[config.mk]
export PLATFORM = sky130hd
export DESIGN_NAME = msc_top
export DESIGN_NICKNAME = d
export VERILOG_FILES = /design/src/inc/msc_pkg.sv /design/src/core/msc_sync.sv /design/src/core/msc_top.sv
export SDC_FILE = /design/constraint.sdc
export NUM_CORES = 1
export LEC_CHECK = 0
export BUFFER_PORTS_ARGS = -buffer_cell sky130_fd_sc_hd__buf_4
export CAP_MARGIN = 20
export CORE_AREA = 2 2 112 103
export CTS_BUF_LIST = sky130_fd_sc_hd__clkbuf_8
export DETAILED_ROUTE_END_ITERATION = 6
export DIE_AREA = 0 0 114 105
export PLACE_DENSITY = 0.61
export SLEW_MARGIN = 5
export SYNTH_ARGS = -nofsm -noshare
export SYNTH_HDL_FRONTEND = slang
export SYNTH_SLANG_ARGS = --single-unit
[constraint.sdc]
create_clock -name ref_clk -period 2.8 [get_ports ref_clk]
set_input_delay 0.42 -clock ref_clk [delete_from_list [all_inputs] [get_ports ref_clk]]
set_output_delay 0.42 -clock ref_clk [all_outputs]
set_load 0.02 [all_outputs]
[src/inc/msc_pkg.sv]
// Operation
// [RL1] With the route select held low the test-access port is passed on to the SoC.
// [RL2] With the route select high or open the test-access port is taken by the controller.
// [RL3] The active-low power-on reset request from the carrier drives the SoC power-on reset.
// [RL4] The active-low processor system reset input drives the SoC processor system reset.
// [RL5] The lower boot strap output to the carrier connector stays high by default.
// [RL6] The active-low fabric supply enable output stays high by default.
// [RL7] The active-low fabric supply good input is sampled and watched.
// [RL8] The active-low processor supply good input is sampled and watched.
// [RL9] The status LED blinks while the controller runs.
// [RL10] The real-time clock interrupt line is an input that raises an event.
// [RL11] Straps upper,lower decode as 00 JTAG, 10 QSPI flash and 11 SD card.
// [RL12] The upper strap comes from the controller, the lower strap from the carrier.
// [RL13] QSPI flash boot, upper high and lower low, is the standard mode.
// [RL14] After reset the controller drives the upper strap to 1 and the port is cascaded.
// [RL15] The controller watches the power-on sequence and shows the fabric configuration state.
// [RL16] Reset, power-good and interrupt inputs pass two flip-flops before any logic.
// [RL17] The LED toggles from a clock divider at a visible rate of about twice a second; the divider toggles it every 500 ms.
`default_nettype none
package msc_pkg;
    // clock and timing
    localparam int unsigned CLK_HZ       = 50_000_000;
    localparam int unsigned LED_HALF_MS  = 500;
    localparam int unsigned LED_HALF_CYC = CLK_HZ / 1000 * LED_HALF_MS;
    localparam int unsigned POR_HOLD_US  = 10;
    localparam int unsigned POR_HOLD_CYC = (CLK_HZ / 1_000_000) * POR_HOLD_US;

    // register offsets
    localparam logic [7:0] REG_CTRL   = 8'h00;
    localparam logic [7:0] REG_STATUS = 8'h01;
    localparam logic [7:0] REG_EVENT  = 8'h02;
    localparam logic [7:0] REG_MASK   = 8'h03;

    // control fields and reset value
    localparam int unsigned CTRL_UPPER = 0;
    localparam int unsigned CTRL_LOWER = 1;
    localparam int unsigned CTRL_FEN_N = 2;
    localparam logic [2:0]  CTRL_RST   = 3'h7;

    // status fields
    localparam int unsigned ST_ROUTE  = 0;
    localparam int unsigned ST_FGOOD  = 1;
    localparam int unsigned ST_PGOOD  = 2;
    localparam int unsigned ST_DONE   = 3;
    localparam int unsigned ST_BOOT   = 4;
    localparam int unsigned ST_SEQ    = 6;

    // event fields
    localparam int unsigned EV_RTC   = 0;
    localparam int unsigned EV_FGOOD = 1;
    localparam int unsigned EV_PGOOD = 2;
    localparam int unsigned EV_POR   = 3;
    localparam int unsigned EV_PSR   = 4;
    localparam int unsigned EV_W     = 5;

    // synchroniser lanes and their idle values
    localparam int unsigned SY_ROUTE = 0;
    localparam int unsigned SY_POR   = 1;
    localparam int unsigned SY_PSR   = 2;
    localparam int unsigned SY_FGOOD = 3;
    localparam int unsigned SY_PGOOD = 4;
    localparam int unsigned SY_RTC   = 5;
    localparam int unsigned SY_DONE  = 6;
    localparam int unsigned SY_TCK   = 7;
    localparam int unsigned SY_TMS   = 8;
    localparam int unsigned SY_TDI   = 9;
    localparam int unsigned SY_STDO  = 10;
    localparam int unsigned SY_LOWER = 11;
    localparam int unsigned SY_W     = 12;
    localparam logic [11:0] SY_RST   = 12'h73F;

    // boot source decode of {upper, lower}
    typedef enum logic [1:0] {
        MSC_BOOT_JTAG = 2'h0,
        MSC_BOOT_BAD  = 2'h1,
        MSC_BOOT_QSPI = 2'h2,
        MSC_BOOT_SD   = 2'h3
    } msc_boot_t;

    // power-on sequence states, gray along the path
    typedef enum logic [1:0] {
        MSC_SEQ_WAIT = 2'h0,
        MSC_SEQ_HOLD = 2'h1,
        MSC_SEQ_RUN  = 2'h3
    } msc_seq_t;
endpackage
`default_nettype wire

[src/core/msc_sync.sv]
`default_nettype none
// two-flop synchroniser, one lane per bit
module msc_sync #(
    parameter int unsigned W       = 1,
    parameter logic [W-1:0] RST_VAL = '0
) (
    input  wire logic         ref_clk,
    input  wire logic         rstn,
    input  wire logic [W-1:0] async_in,
    output logic      [W-1:0] sync_out
);
    logic [W-1:0] meta_q;
    logic [W-1:0] meta_d;
    logic [W-1:0] sync_q;
    logic [W-1:0] sync_d;

    // the first stage feeds only the second stage
    for (genvar i = 0; i < W; i++) begin : g_lane
        always_comb begin
            meta_d[i] = async_in[i];
            sync_d[i] = meta_q[i];
        end

        always_ff @(posedge ref_clk or negedge rstn) begin
            if (!rstn) begin
                meta_q[i] <= RST_VAL[i];
                sync_q[i] <= RST_VAL[i];
            end else begin
                meta_q[i] <= meta_d[i];
                sync_q[i] <= sync_d[i];
            end
        end
    end

    assign sync_out = sync_q;
endmodule
`default_nettype wire

[src/core/msc_top.sv]
`default_nettype none
module msc_top
    import msc_pkg::*;
#(
    parameter int unsigned LED_HALF_CYC_P = LED_HALF_CYC
) (
    input  wire logic       ref_clk,
    input  wire logic       rstn,
    input  wire logic [7:0] reg_addr,
    input  wire logic [7:0] reg_wdata,
    input  wire logic       reg_wr,
    input  wire logic       reg_rd,
    output logic      [7:0] reg_rdata,
    output logic            irq,
    input  wire logic       route_select,
    input  wire logic       carrier_tck,
    input  wire logic       carrier_tms,
    input  wire logic       carrier_tdi,
    output logic            carrier_tdo,
    output logic            soc_tck,
    output logic            soc_tms,
    output logic            soc_tdi,
    input  wire logic       soc_tdo,
    input  wire logic       por_request_n,
    output logic            soc_por_n,
    input  wire logic       processor_system_reset_in_n,
    output logic            soc_ps_reset_n,
    output logic            boot_strap_upper,
    output logic            boot_strap_lower,
    input  wire logic       strap_pin_lower,
    output logic            fabric_supply_enable_n,
    input  wire logic       fabric_supply_good_n,
    input  wire logic       processor_supply_good_n,
    input  wire logic       rtc_irq_n,
    input  wire logic       fabric_logic_done,
    output logic            status_led
);
    localparam logic [15:0] HOLD_LAST = 16'(POR_HOLD_CYC - 1);
    localparam logic [24:0] LED_LAST  = 25'(LED_HALF_CYC_P - 1);

    logic [SY_W-1:0] pin_s;
    logic            route_s;
    logic            por_s;
    logic            psr_s;
    logic            fgood_s;
    logic            pgood_s;
    logic            rtc_s;
    logic            done_s;
    logic            tck_s;
    logic            supplies_ok;
    msc_boot_t       boot_src;

    // every pin input crosses two flops before use
    msc_sync #(
        .W       (SY_W),
        .RST_VAL (SY_RST)
    ) u_sync (
        .ref_clk  (ref_clk),
        .rstn     (rstn),
        .async_in ({strap_pin_lower, soc_tdo, carrier_tdi, carrier_tms, carrier_tck,
                    fabric_logic_done, rtc_irq_n, processor_supply_good_n,
                    fabric_supply_good_n, processor_system_reset_in_n, por_request_n,
                    route_select}),
        .sync_out (pin_s)
    ); // [RL16]

    assign route_s     = pin_s[SY_ROUTE];
    assign por_s       = pin_s[SY_POR];
    assign psr_s       = pin_s[SY_PSR];
    assign fgood_s     = pin_s[SY_FGOOD];
    assign pgood_s     = pin_s[SY_PGOOD];
    assign rtc_s       = pin_s[SY_RTC];
    assign done_s      = pin_s[SY_DONE];
    assign tck_s       = pin_s[SY_TCK];
    assign supplies_ok = !fgood_s && !pgood_s; // [RL7] [RL8]

    // ---------------- test-access routing ----------------
    logic tck_q, tms_q, tdi_q, tdo_q, bypass_q, tck_prev_q;
    logic tck_d, tms_d, tdi_d, tdo_d, bypass_d;

    // pass-through is resampled, so the carrier must keep its test clock slow
    always_comb begin
        bypass_d = bypass_q;
        if (route_s && tck_s && !tck_prev_q) begin
            bypass_d = pin_s[SY_TDI]; // [RL2]
        end
        if (route_s) begin
            tck_d = 1'b0; // [RL2]
            tms_d = 1'b1;
            tdi_d = 1'b1;
            tdo_d = bypass_q;
        end else begin
            tck_d = tck_s; // [RL1]
            tms_d = pin_s[SY_TMS];
            tdi_d = pin_s[SY_TDI];
            tdo_d = pin_s[SY_STDO];
        end
    end

    always_ff @(posedge ref_clk or negedge rstn) begin
        if (!rstn) begin
            tck_q      <= 1'b0;
            tms_q      <= 1'b1;
            tdi_q      <= 1'b1;
            tdo_q      <= 1'b1;
            bypass_q   <= 1'b1; // same idle level as carrier_tdo in reset
            tck_prev_q <= 1'b0;
        end else begin
            tck_q      <= tck_d;
            tms_q      <= tms_d;
            tdi_q      <= tdi_d;
            tdo_q      <= tdo_d;
            bypass_q   <= bypass_d;
            tck_prev_q <= tck_s;
        end
    end

    assign soc_tck     = tck_q;
    assign soc_tms     = tms_q;
    assign soc_tdi     = tdi_q;
    assign carrier_tdo = tdo_q;

    // ---------------- power-on sequence ----------------
    msc_seq_t    seq_q, seq_d;
    logic [15:0] hold_q, hold_d;
    logic        por_q, por_d, psr_q, psr_d;

    // soc_por_n stays low until both supplies have settled; soc_ps_reset_n follows its input regardless
    always_comb begin
        seq_d  = seq_q;
        hold_d = hold_q;
        unique case (seq_q)
            MSC_SEQ_WAIT: begin
                hold_d = 16'h0000;
                if (supplies_ok) begin
                    seq_d = MSC_SEQ_HOLD; // [RL15]
                end
            end
            MSC_SEQ_HOLD: begin
                hold_d = hold_q + 16'h0001;
                if (!supplies_ok) begin
                    seq_d = MSC_SEQ_WAIT;
                end else if (hold_q == HOLD_LAST) begin
                    seq_d = MSC_SEQ_RUN;
                end
            end
            MSC_SEQ_RUN: begin
                if (!supplies_ok) begin
                    seq_d = MSC_SEQ_WAIT; // [RL15]
                end
            end
            default: begin
                seq_d = MSC_SEQ_WAIT;
            end
        endcase
        por_d = (seq_q == MSC_SEQ_RUN) && por_s; // [RL3]
        psr_d = psr_s; // [RL4]
    end

    always_ff @(posedge ref_clk or negedge rstn) begin
        if (!rstn) begin
            seq_q  <= MSC_SEQ_WAIT;
            hold_q <= 16'h0000;
            por_q  <= 1'b0;
            psr_q  <= 1'b0;
        end else begin
            seq_q  <= seq_d;
            hold_q <= hold_d;
            por_q  <= por_d;
            psr_q  <= psr_d;
        end
    end

    assign soc_por_n      = por_q;
    assign soc_ps_reset_n = psr_q;

    // ---------------- activity LED ----------------
    logic [24:0] led_cnt_q, led_cnt_d;
    logic        led_q, led_d;

    // a free divider, so a stuck clock shows as a dark or lit LED
    always_comb begin
        led_cnt_d = led_cnt_q + 25'h0000001;
        led_d     = led_q;
        if (led_cnt_q == LED_LAST) begin
            led_cnt_d = 25'h0000000; // [RL17]
            led_d     = !led_q; // [RL9]
        end
    end

    always_ff @(posedge ref_clk or negedge rstn) begin
        if (!rstn) begin
            led_cnt_q <= 25'h0000000;
            led_q     <= 1'b0;
        end else begin
            led_cnt_q <= led_cnt_d;
            led_q     <= led_d;
        end
    end

    assign status_led = led_q;

    // ---------------- registers and events ----------------
    logic [2:0]      ctrl_q, ctrl_d;
    logic [EV_W-1:0] ev_q, ev_d, mask_q, mask_d, ev_new;
    logic [7:0]      rdata_q, rdata_d;
    logic            rtc_prev_q, fgood_prev_q, pgood_prev_q, por_prev_q, psr_prev_q;

    assign boot_src = msc_boot_t'({ctrl_q[CTRL_UPPER], pin_s[SY_LOWER]}); // [RL11] [RL12]

    // set wins over the clear-on-read
    always_comb begin
        ev_new           = '0;
        ev_new[EV_RTC]   = rtc_prev_q && !rtc_s; // [RL10]
        ev_new[EV_FGOOD] = fgood_prev_q != fgood_s; // [RL7]
        ev_new[EV_PGOOD] = pgood_prev_q != pgood_s; // [RL8]
        ev_new[EV_POR]   = por_prev_q && !por_s;
        ev_new[EV_PSR]   = psr_prev_q && !psr_s;
        ctrl_d  = ctrl_q;
        mask_d  = mask_q;
        ev_d    = ev_q;
        rdata_d = 8'h00;
        if (reg_wr && reg_addr == REG_CTRL) begin
            ctrl_d = reg_wdata[2:0];
        end
        if (reg_wr && reg_addr == REG_MASK) begin
            mask_d = reg_wdata[EV_W-1:0];
        end
        if (reg_rd) begin
            unique case (reg_addr)
                REG_CTRL:   rdata_d = {5'h00, ctrl_q};
                REG_STATUS: rdata_d = {seq_q, boot_src, done_s, pgood_s, fgood_s, route_s};
                REG_EVENT:  rdata_d = {3'h0, ev_q};
                REG_MASK:   rdata_d = {3'h0, mask_q};
                default:    rdata_d = 8'h00;
            endcase
            if (reg_addr == REG_EVENT) begin
                ev_d = '0;
            end
        end
        ev_d = ev_d | ev_new;
    end

    always_ff @(posedge ref_clk or negedge rstn) begin
        if (!rstn) begin
            ctrl_q       <= CTRL_RST; // [RL5] [RL6] [RL14]
            mask_q       <= '0;
            ev_q         <= '0;
            rdata_q      <= 8'h00;
            rtc_prev_q   <= 1'b1;
            fgood_prev_q <= 1'b1;
            pgood_prev_q <= 1'b1;
            por_prev_q   <= 1'b1;
            psr_prev_q   <= 1'b1;
        end else begin
            ctrl_q       <= ctrl_d;
            mask_q       <= mask_d;
            ev_q         <= ev_d;
            rdata_q      <= rdata_d;
            rtc_prev_q   <= rtc_s;
            fgood_prev_q <= fgood_s;
            pgood_prev_q <= pgood_s;
            por_prev_q   <= por_s;
            psr_prev_q   <= psr_s;
        end
    end

    assign reg_rdata              = rdata_q;
    assign irq                    = |(ev_q & mask_q);
    assign boot_strap_upper       = ctrl_q[CTRL_UPPER]; // [RL12] [RL13]
    assign boot_strap_lower       = ctrl_q[CTRL_LOWER]; // [RL5]
    assign fabric_supply_enable_n = ctrl_q[CTRL_FEN_N]; // [RL6]

    logic ctrl_wr;
    assign ctrl_wr = reg_wr && reg_addr == REG_CTRL;
endmodule
`default_nettype wire

* Word level (Yosys, flattened, before mapping)
Index checks and enable logic that the tools add are counted.
Cells by class: eq/ne operators 12, reduce and logical (&&, ||, !) cells 21, add/subtract/negate cells 2, bitwise gates (word level) 2, mux-type cells 15
Operators with widths (number):
- $pmux W16 S2 | 1
- $pmux W8 S4 | 1
- $add A25 B1 Y25 const B | 1
- $eq A25 B25 Y1 const B | 1
- $mux W25 | 1
- $add A16 B1 Y16 const B | 1
- $eq A16 B9 Y1 const B | 1
- $eq A8 B2 Y1 const B | 2
- $mux W5 | 2
- $logic_and A1 B1 Y1 | 9
- $eq A8 B1 Y1 const B | 1
- $logic_not A8 Y1 | 1
- $mux W2 | 4
- $mux W8 | 1
- $logic_not A1 Y1 | 7
- $pmux W2 S3 | 1
- $and A5 B5 Y5 | 1
- $or A5 B5 Y5 | 1
- $reduce_or A5 Y1 | 1
- $mux W1 | 4
- $ne A2 B2 Y1 const B | 2
- $ne A3 B3 Y1 const B | 1
- $reduce_and A3 Y1 | 1
- $eq A2 B1 Y1 const B | 1
- other kinds (4) | 5
Storage, ports and cells: register bits 102, word-level logic and storage cells 97, output and inout bits 19

* Logic depth before layout (Yosys ltp)
Gate-level depths: netlist (run 1).
depth in word-level cells 4, mapped depth 7, gate-level depth less buffers 5

* By module
Synthesis (run 1) repeated with hierarchy kept, for this count alone.
Second synthesis, totals: cell total of the unflattened synthesis 354, area total of the unflattened synthesis 4275.4 µm²
By module, submodules not included:
- msc_top | sequential area each 1966.9 µm², cells an instance 330, instances 1, area an instance 3652.3 µm²
- msc_sync | sequential area each 623.1 µm², cells an instance 24, instances 1, area an instance 623.1 µm²

* Worst setup path after synthesis (run 1)
Ideal clock, no wire load.
kind input-to-reg, from input port reg_addr[5], to register ev_q[0], setup slack 1.005 ns, arrival time 1.674 ns, required time 2.679 ns, stages on the path 4, path buffers 0, path through or4_4 -> nor4b_4 -> nand3b_4 -> a22o_1
On the way: word-level cells in the longest chain between the ends 4
Ends and longest elaborated chain:
- start: declaration | RTL line msc_top.sv:9 | input wire logic [7:0] reg_addr,
- $eq A8 B2 Y1 | RTL line msc_top.sv:237 | if (reg_addr == REG_EVENT) begin
- $mux W5 | RTL line msc_top.sv:237
- $mux W5 | RTL line msc_top.sv:229 | if (reg_rd) begin
- $or A5 B5 Y5 | RTL line msc_top.sv:241 | ev_d = ev_d | ev_new;
- net ev_d[0] | RTL line msc_top.sv:205 | logic [EV_W-1:0] ev_q, ev_d, mask_q, mask_d, ev_new;
- end signal: assignment | RTL line msc_top.sv:258 | ev_q <= ev_d;
- end: declaration | RTL line msc_top.sv:205
The timed path passes the listed nets, and every way through them passes these cells. A chain may end at the register's enable or synchronous reset.

* Worst setup path in the final report (run 1)
from register led_cnt_q[10], to register led_cnt_q[20]
On the way: word-level cells in the longest chain between the ends 2, elaborated cells between the ends (all ways) 3, classes of those cells add/sub (1); eq/ne (1); mux (1)
Ends and longest elaborated chain:
- start: declaration | RTL line msc_top.sv:178 | logic [24:0] led_cnt_q, led_cnt_d;
- start signal: assignment | RTL line msc_top.sv:196 | led_cnt_q <= led_cnt_d;
- $add A25 B1 Y25 or $eq A25 B25 Y1 (tied branches) | RTL line msc_top.sv:183, msc_top.sv:185
- $mux W25 (*) | RTL line msc_top.sv:185 | if (led_cnt_q == LED_LAST) begin
- net led_cnt_d[20] | RTL line msc_top.sv:178
Mark *: on every way through the listed nets, which the timed path passes. The rest lies on a longest branch.

==> run_results.csv, run 1 <==
group,metric,value,unit
outcome,status,"finished, final reports clean",
grt,overflow,0,
synthesis,synth-async-reset-ratio,100,%
routing,routed_wl,7.63,mm
synthesis,synth_nets,381,
setup_path,path_class,"reg -> reg",
setup_path,cp.required,3030,ps
floorplanning,core,10700,um2
floorplanning,dieArea,12000,um2
sta,finClkSkew,12.6,ps
synthesis,syn_area_per_cell,12.3,um2
flow_run,cap_viol_max_count,0,
sta,rsz0062_at_grt,"no",
sta,hold_viol,0,
cts,clockRootBuffer,"clkbuf_8",
floorplanning,dieHeight,105,um
placed_design,post-place-cells,520,
synthesis,synthCells,347,
power,max-vdd-ir-drop,0.209,mV
cts,holdBufCountCts,0,
sta,min_period_over_period,72.7,%
power,p_total,2640,uW
placed_design,dp_hpwl,5.31,mm
finish,diodes,0,
sta,period_needed,2040,ps
finish,fillers,996,
sta,hold_ws,41.7,ps
finish,layout_commonest_cell,"dfrtp_1",
routing,ant_nets,0,
cts,cts_setup_buffers,0,
cts,cts_sinks,102,
placed_design,io_buffers,47,
routing,drcViolationCount,0,
grt,grt_pass1_vias,2764,
power,p_leak,0.00219,uW
floorplanning,io_pins,51,
setup_path,worstPathMaxFanout,17,
floorplanning,die_w,114,um
cts,clock_latency,360,ps
routing,dr.pass1.iters,6,
synthesis,ys_warn_count,0,
cts,htree_levels,3,
finish,fin_cells,536,
sta,setup_viol,0,
synthesis,synth_ff_type,"dfrtp_1",
grt,grt.busiest_layer,"met2",
finish,drive_gt1_share,32.0,%
synthesis,synth-seq-cells,102,
setup_path,startpoint_type,"flop",
hold_path,hold_path_class,"in -> async",
sta,worst_pin_slew,866,ps
finish,final_nets,432,
grt,antenna_found_initial,0,
synthesis,synth_area,4270,um2
cts,numCtsBuffers,9,
sta,report.final.slew_viol_count,0,
cts,cts_buffer_depth,2,
sta,maxSlewHeadroom,42.3,%
finish,area_delta_synth_final,16.3,%
grt,grtUsageMet3,3.25,%
grt,grt_pass1_wl,13.3,mm
grt,grt_util_met1,18.7,%
synthesis,synth-edff-count,0,
floorplanning,start_util,39.8,%
sta,fmax,491,MHz
routing,viasPerCell,5.15,
grt,track_usage,13.8,%
floorplanning,row_count,36,
cts,cts.repair.resized,0,
routing,wl_per_cell,14.2,um
cts,cts_tree,"yes",
power,power.density,531,nW/um2
grt,grt_max_degree,48,
routing,vias,2758,
finish,mostFrequentLayoutCells,"72 x dfrtp_1, 50 x buf_4, 32 x nor2_1, 30 x dfstp_2, 22 x nand2_1",
placed_design,place.gp.congestion,0.763,
setup_path,worst_ep_arrival_time,2260,ps
setup_path,critical_path.endpoint_type,"flop",
cts,clk_pin_slew,100,ps
synthesis,synth_seq_area_share,60.7,%
routing,dr.first_iter.drc_count,166,
finish,final_util,46.3,%
grt,use_met2,21.8,%
synthesis,synth_cell_types,54,
sta,tns,0,ps
[path summary, 6_finish.rpt]
path / start / to / slack [ps] / depth (start not counted)
max: led_cnt_q[10]$_DFF_PN0_ / led_cnt_q[20]$_DFF_PN0_ / 760 / 4
min: rstn / hold_q[6]$_DFFE_PN0P_ / 40 / 1
max reg2reg: led_cnt_q[10]$_DFF_PN0_ / led_cnt_q[20]$_DFF_PN0_ / 760 / 4
min reg2reg: u_sync.meta_q[7]$_DFF_PN0_ / u_sync.sync_out[7]$_DFF_PN0_ / 360 / 0
max in group asynchronous: rstn / carrier_tdo$_DFF_PN1_ / 1980 / 2
min in group ref_clk: por_request_n / u_sync.meta_q[1]$_DFF_PN1_ / 150 / 1
[power by group]
| part | total, uW | switching [uW] | internal, uW |
|---|---|---|---|
| clock network | 942 | 516 | 427 |
| logic | 142 | 73.8 | 68.4 |
| registers | 1550 | 22.7 | 1530 |
[layer usage]
layer / routed length (um) / vias up / part of all wire, %
met5: 0 / - / 0
met4: 93 / 0 / 1.2
met3: 258 / 8 / 3.4
met2: 3730 / 44 / 49
met1: 3550 / 1357 / 47
li1: - / 1349 / -
[synthesized netlist by cell type, drive strengths merged, types with 2 or more instances]
cell type	instances	area, um2
a21o	3	22.5
a22o	6	52.6
a211oi	2	15.0
or2	3	18.8
nand4	14	109
buf	5	28.8
dfrtp	72	1800
a22oi	3	22.5
o41ai	2	17.5
xor2	9	78.8
nor3	11	66.3
and2	6	41.3
and4	3	26.3
inv	11	41.3
nor2	32	120
o21ai	10	50.1
nor2b	3	18.8
nand2b	3	18.8
and3	10	66.3
nand2	22	82.6
mux2	12	135
mux4	3	67.6
mux2i	8	80.1
dfstp	30	788
ha	2	25.0
clkbuf	5	18.8
or4	4	33.8
nor4b	2	32.5
o31ai	2	15.0
a21oi	6	30.0
nor4	13	103
xnor2	11	96.3
nand3	11	60.1
[critical path, stage by stage, from the launching register on]
cell	delay [ps]
dfrtp_1	440
or4b_1	530
nor3_1	140
and4_1	650
nor4_1	150
[registers in the layout, summed over array words and instances, names as in the netlist, 2 cells and up]
name             cells
led_cnt_q           25
hold_q              16
u_sync.meta_q       12
u_sync.sync_out     12
reg_rdata            8
ev_q                 5
mask_q               5
ctrl_q               3
seq_q                2
[layout make-up]
cell class / count / area [um2] / area share [%]
Inverter: 11 / 41.3 / 0.832
Timing Repair Buffer: 50 / 375 / 7.56
Tap cell: 133 / 166 / 3.35
Sequential cell: 102 / 2590 / 52.2
Clock buffer: 9 / 124 / 2.49
Multi-Input combinational cell: 224 / 1590 / 32.0
Clock inverter: 7 / 78.8 / 1.59
[cells by family after synthesis]
| group | share of synthesized area, % |
|---|---|
| muxes | 6.63 |
| xor gates and xnor gates | 4.10 |
| and+or+nand+nor | 19.5 |
| DFF | 60.7 |
| AOI/OAI and AO/OA | 6.39 |
| adders and majority gates | 0.586 |
| buffers and inverters | 2.08 |
[metrics by stage]
stage / setup WS [ps] / cell area [um2]
4_1_cts: 743 / 4960
3_3_place_gp: 720 / 4760
3_5_place_dp: 686 / 4760
5_1_grt: 551 / 4960
6_report: 764 / 4960
2_1_floorplan: 1010 / 4270
No activity file was read; power rests on OpenSTA's default activity.
==> run 2: changes to the inputs <==
--- a/config.mk
+++ b/config.mk
@@ -11,7 +11,7 @@
 export CTS_BUF_LIST = sky130_fd_sc_hd__clkbuf_8
 export DETAILED_ROUTE_END_ITERATION = 6
 export DIE_AREA = 0 0 114 105
-export PLACE_DENSITY = 0.61
+export PLACE_DENSITY = 0.63
 export SLEW_MARGIN = 5
 export SYNTH_ARGS = -nofsm -noshare
 export SYNTH_HDL_FRONTEND = slang
==> constraint.sdc (replaced) <==
create_clock -name ref_clk -period 1.8 [get_ports ref_clk]
set_input_delay 0.27 -clock ref_clk [delete_from_list [all_inputs] [get_ports ref_clk]]
set_output_delay 0.27 -clock ref_clk [all_outputs]
set_load 0.02 [all_outputs]
==> run 2 against run 1 <==
Combinational power is 77% higher. Global-route usage is 0.79 points higher. Total power is 54% higher. Non-clock buffer count is 32 higher. Critical path type unchanged. Largest cell class unchanged.
==> run_results.csv, run 2 (synthesized netlist as in run 1, its figures left out) <==
group,metric,value,unit
floorplanning,dieArea,12000,um2
power,max-vdd-ir-drop,0.587,mV
finish,design_area,5300,um2
setup_path,startpoint_type,"flop",
routing,dr.pass1.iters,4,
cts,clock_latency,380,ps
finish,area_delta_synth_final,24.2,%
outcome,status,"finished, final reports clean",
setup_path,critical_path.endpoint_type,"flop",
setup_path,cp.required,2090,ps
sta,finClkSkew,9.97,ps
finish,largest_reg_flops,25,
sta,hold_ws,125,ps
flow_run,cap_viol_max_count,0,
finish,mostFrequentLayoutCells,"72 x dfrtp_1, 66 x buf_4, 32 x nor2_1, 30 x dfstp_2, 22 x nand2_1",
cts,cts_buffer_depth,2,
setup_path,path_class,"reg -> reg",
sta,worst_pin_slew,413,ps
cts,cts_sinks,102,
cts,numCtsBuffers,9,
sta,report.final.slew_viol_count,0,
routing,ant_nets,0,
cts,clk_pin_slew,100,ps
grt,overflow,0,
finish,final_nets,464,
floorplanning,io_pins,51,
power,p_total,4060,uW
grt,grt_max_degree,41,
finish,top_regs,"led_cnt_q (25), hold_q (16)",
power,power.density,765,nW/um2
cts,clockRootBuffer,"clkbuf_8",
floorplanning,start_util,39.8,%
grt,track_usage,14.6,%
finish,drive_gt1_share,35.4,%
placed_design,detailed_place.area,4930,um2
finish,layout_commonest_cell,"dfrtp_1",
finish,fin_cells,568,
setup_path,worstPathMaxFanout,7,
power,p_leak,0.00234,uW
routing,viasPerCell,5.23,
routing,wl_per_cell,14.3,um
floorplanning,die_w,114,um
floorplanning,core,10700,um2
cts,cts_tree,"yes",
finish,diodes,0,
placed_design,io_buffers,47,
sta,hold_viol,0,
setup_path,worst_ep_arrival_time,2000,ps
grt,grt_pass1_wl,13.9,mm
routing,vias,2969,
routing,drcViolationCount,0,
placed_design,post-place-cells,538,
floorplanning,row_count,36,
floorplanning,dieHeight,105,um
routing,dr.first_iter.drc_count,197,
sta,period_needed,1700,ps
routing,routed_wl,8.10,mm
sta,tns,0,ps
finish,regMostFlops,"led_cnt_q",
grt,grt_pass1_vias,2895,
sta,fmax,587,MHz
sta,rsz0062_at_grt,"no",
cts,htree_levels,3,
grt,antenna_found_initial,0,
hold_path,hold_path_class,"in -> reg",
placed_design,dp_hpwl,5.48,mm
sta,min_period_over_period,94.7,%
placed_design,place.gp.congestion,0.825,
sta,setup_viol,0,
sta,maxSlewHeadroom,72.4,%
==> run 2: cell count changes in the layout (fill, tap and decap cells not counted), sizes merged <==
cell         delta
bufinv          -1
dlygate4sd3    +13
clkinv          -1
clkinvlp        +1
inv             +1
buf            +19
==> run 2: power breakdown <==
part / internal [uW] / total, uW / leakage [uW] / switching, uW
registers: 2380 / 2410 / 0.00126 / 34.1
clock network: 535 / 1390 / 0.0000946 / 856
logic: 130 / 251 / 0.000985 / 121
total: 3040 / 4060 / 0.00234 / 1010
==> run 2: per-layer routing <==
layer	wire [um]	global-route usage, %
met5	0	0
met4	131	5.23
met3	276	3.89
met2	3990	22.4
met1	3700	19.8
==> run 2: layout make-up <==
cell class              count  area (um2)
fillers                   960        5420
flip-flops and latches    102        2590
multi-input cells         224        1630
repair buffers             82         686
well taps                 133         166
clock buffers               9         124
clock inverters             7        62.6
inverters                  11        41.3
==> run 2: timing repair <==
item / in CTS / in global routing
endpoints found under the hold margin: 37 / 0
setup buffers: 0 / 1
hold buffers: 13 / 0
gates resized for setup: 0 / 8
setup endpoints to repair: 0 / 13
==> run 2: critical path: stages, from the launching register on <==
cell	delay [ps]
dfrtp_1	410
ha_1	220
buf_4	140
nand3_1	200
nor4_4	50
buf_4	170
and2_1	180
nor4_4	250
==> run 2: through the flow <==
| step | worst slack (ps) | utilization [%] |
|---|---|---|
| finish | 95.4 | 49.4 |
| global route | 3.31 | 49.4 |
| CTS | 18.0 | 49.0 |
| detailed placement | 0.356 | 46.0 |
| global placement | 12.2 | 46.0 |
| floorplan | 125 | - |
==> run 2: path summary, 6_finish.rpt <==
path                                                  to                   startpoint  depth (start not counted)  slack [ps]
setup reg to reg                 led_cnt_q[20]$_DFF_PN0_       led_cnt_q[0]$_DFF_PN0_                          7         100
hold reg to reg            u_sync.sync_out[11]$_DFF_PN0_  u_sync.meta_q[11]$_DFF_PN0_                          0         360
setup / recovery                 led_cnt_q[20]$_DFF_PN0_       led_cnt_q[0]$_DFF_PN0_                          7         100
min in group asynchronous         hold_q[15]$_DFFE_PN0P_                         rstn                          2         350
max in group asynchronous  u_sync.sync_out[10]$_DFF_PN1_                         rstn                          3         830
hold / removal                     mask_q[4]$_DFFE_PN0P_                 reg_wdata[4]                          2         130
==> run 3: changes to the inputs <==
--- a/config.mk
+++ b/config.mk
@@ -11,8 +11,8 @@
 export CTS_BUF_LIST = sky130_fd_sc_hd__clkbuf_8
 export DETAILED_ROUTE_END_ITERATION = 6
 export DIE_AREA = 0 0 114 105
-export PLACE_DENSITY = 0.63
-export SLEW_MARGIN = 5
+export PLACE_DENSITY = 0.61
+export SETUP_SLACK_MARGIN = 0.05
 export SYNTH_ARGS = -nofsm -noshare
 export SYNTH_HDL_FRONTEND = slang
 export SYNTH_SLANG_ARGS = --single-unit
==> constraint.sdc (replaced) <==
create_clock -name ref_clk -period 2.1 [get_ports ref_clk]
set_input_delay 0.315 -clock ref_clk [delete_from_list [all_inputs] [get_ports ref_clk]]
set_output_delay 0.315 -clock ref_clk [all_outputs]
set_load 0.02 [all_outputs]
==> run 3 against run 2 <==
Sequential share of layout area rose by 2.4 points. Cell area fell by 4.6%. First-iteration DRC count is 20% lower. Utilization fell by 2.3 points.
==> run_results.csv, run 3 (synthesized netlist as in run 1, its figures left out) <==
group,metric,value,unit
outcome,status,"finished, final reports clean",
sta,period_needed,1810,ps
grt,grt_max_degree,38,
sta,maxSlewHeadroom,55.2,%
setup_path,max_stage_delay,430,ps
routing,drcViolationCount,0,
cts,cts_sinks,102,
setup_path,startpoint_type,"flop",
setup_path,cp_num_buf_inv,1,
setup_path,cp.required,2380,ps
setup_path,crit_slowest_cell,"dfrtp_1",
cts,clock_latency,370,ps
cts,holdBufCountCts,1,
placed_design,dp_hpwl,5.53,mm
finish,final_nets,443,
sta,hold_ws,42.0,ps
hold_path,hold_path_class,"in -> reg",
placed_design,detailed_place.area,4830,um2
power,power.density,682,nW/um2
setup_path,r2r_slack,290,ps
floorplanning,dieArea,12000,um2
setup_path,crit_top_cell,"and3_1",
finish,layout_commonest_cell,"dfrtp_1",
sta,fmax,552,MHz
cts,cts_setup_buffers,0,
floorplanning,core,10700,um2
grt,antenna_found_initial,0,
setup_path,critical_path.endpoint_type,"flop",
sta,tns,0,ps
setup_path,worst_ep_arrival_time,2090,ps
power,max-vdd-ir-drop,0.346,mV
routing,dr.first_iter.drc_count,157,
setup_path,crit_chain,"ha_1 -> and3_1 -> and3_1 -> and4_1 -> buf_4 -> nor4_1",
routing,wl_per_cell,14.3,um
setup_path,r2r_cells,6,
grt,grt_pass1_wl,13.4,mm
setup_path,crit_cells,6,
cts,htree_levels,3,
cts,clk_pin_slew,110,ps
finish,fin_cells,547,
setup_path,r2r_end,"led_cnt_q[18]$_DFF_PN0_",
floorplanning,io_pins,51,
sta,min_period_over_period,86.2,%
finish,diodes,0,
finish,mostFrequentLayoutCells,"72 x dfrtp_1, 56 x buf_4, 32 x nor2_1, 30 x dfstp_2, 22 x nand2_1",
routing,viasPerCell,5.13,
setup_path,worstPathMaxFanout,17,
floorplanning,dieHeight,105,um
grt,overflow,0,
hold_path,holdCritStartpoint,"fabric_logic_done",
cts,cts_buffer_depth,2,
sta,worst_pin_slew,667,ps
cts,cts_tree,"yes",
sta,hold_viol,0,
finish,design_area,5050,um2
cts,cts.repair.resized,0,
placed_design,io_buffers,47,
sta,finClkSkew,9.45,ps
cts,numCtsBuffers,9,
setup_path,crit_family,"simple AND/OR/NAND/NOR gates",
setup_path,path_class,"reg -> reg",
placed_design,place.gp.congestion,0.829,
routing,vias,2805,
setup_path,cp-endpoint,"led_cnt_q[18]$_DFF_PN0_",
cts,clockRootBuffer,"clkbuf_8",
routing,ant_nets,0,
sta,report.final.slew_viol_count,0,
grt,grt_pass1_vias,2786,
finish,top_regs,"led_cnt_q (25), hold_q (16)",
power,p_leak,0.00223,uW
finish,area_delta_synth_final,18.4,%
setup_path,startpoint,"led_cnt_q[0]$_DFF_PN0_",
setup_path,reg2reg_from,"led_cnt_q[0]$_DFF_PN0_",
finish,regMostFlops,"led_cnt_q",
finish,largest_reg_flops,25,
sta,rsz0062_at_grt,"no",
sta,setup_viol,0,
finish,drive_gt1_share,32.9,%
grt,track_usage,14.1,%
placed_design,post-place-cells,527,
floorplanning,start_util,39.8,%
routing,routed_wl,7.83,mm
flow_run,cap_viol_max_count,0,
routing,dr.pass1.iters,4,
floorplanning,die_w,114,um
finish,fillers,972,
floorplanning,row_count,36,
run 3: cell types whose count changed in the layout (fill, tap and decap cells not counted), moves of 2 or more:
cell | before | now
buf_4 | 66 | 56
dlygate4sd3_1 | 13 | 4
nor4_1 | 8 | 11
buf_12 | 3 | 1
nor4_2 | 3 | 1
run 3: area by class of cell:
cell class	instances	area, um2	share of cell area, %
timing repair buffer	61	480	9.51
tap	133	166	3.29
clock inverter	7	62.6	1.24
multi-input combinational	224	1590	31.4
sequential	102	2590	51.3
clock buffer	9	124	2.45
inverter	11	41.3	0.817
run 3: metrics by stage:
step	utilization [%]	worst slack [ps]	power, uW
after floorplan	-	410	2170
after global placement	45.0	255	2300
after detailed placement	45.0	241	2300
after CTS	46.9	262	3510
after global routing	47.1	59.7	3610
final	47.1	289	3450
run 3: layer usage:
layer | track usage (%) | part of all wire [%] | vias up
met5 | 0 | 0 | -
met4 | 4.44 | 1.0 | 0
met3 | 3.94 | 3.4 | 7
met2 | 22.2 | 47 | 39
met1 | 19.0 | 48 | 1391
li1 | - | - | 1368
run 3: worst register-to-register path, stage by stage (launching register included):
cell and delay [ps]:
dfrtp_1 430, ha_1 240, and3_1 210, and3_1 200, and4_1 150, buf_4 190, nor4_1 290
run 3: how the worst min path moves through the flow:
stage / endpoint / slack, ps / cells past startpoint
global route: u_sync.meta_q[5]$_DFF_PN1_ / 4 / 1
floorplan: ev_q[0]$_DFF_PN0_ / 20 / 0
CTS: u_sync.meta_q[1]$_DFF_PN1_ / 10 / 1
global placement: hold_q[5]$_DFFE_PN0P_ / 300 / 1
finish: u_sync.meta_q[6]$_DFF_PN0_ / 40 / 1
detailed placement: hold_q[4]$_DFFE_PN0P_ / 310 / 1
run 3: power by group:
group	internal (uW)	leakage [uW]	switching (uW)
registers	2040	0.00126	29.3
clock network	461	0.0000965	718
logic	98.7	0.000877	101
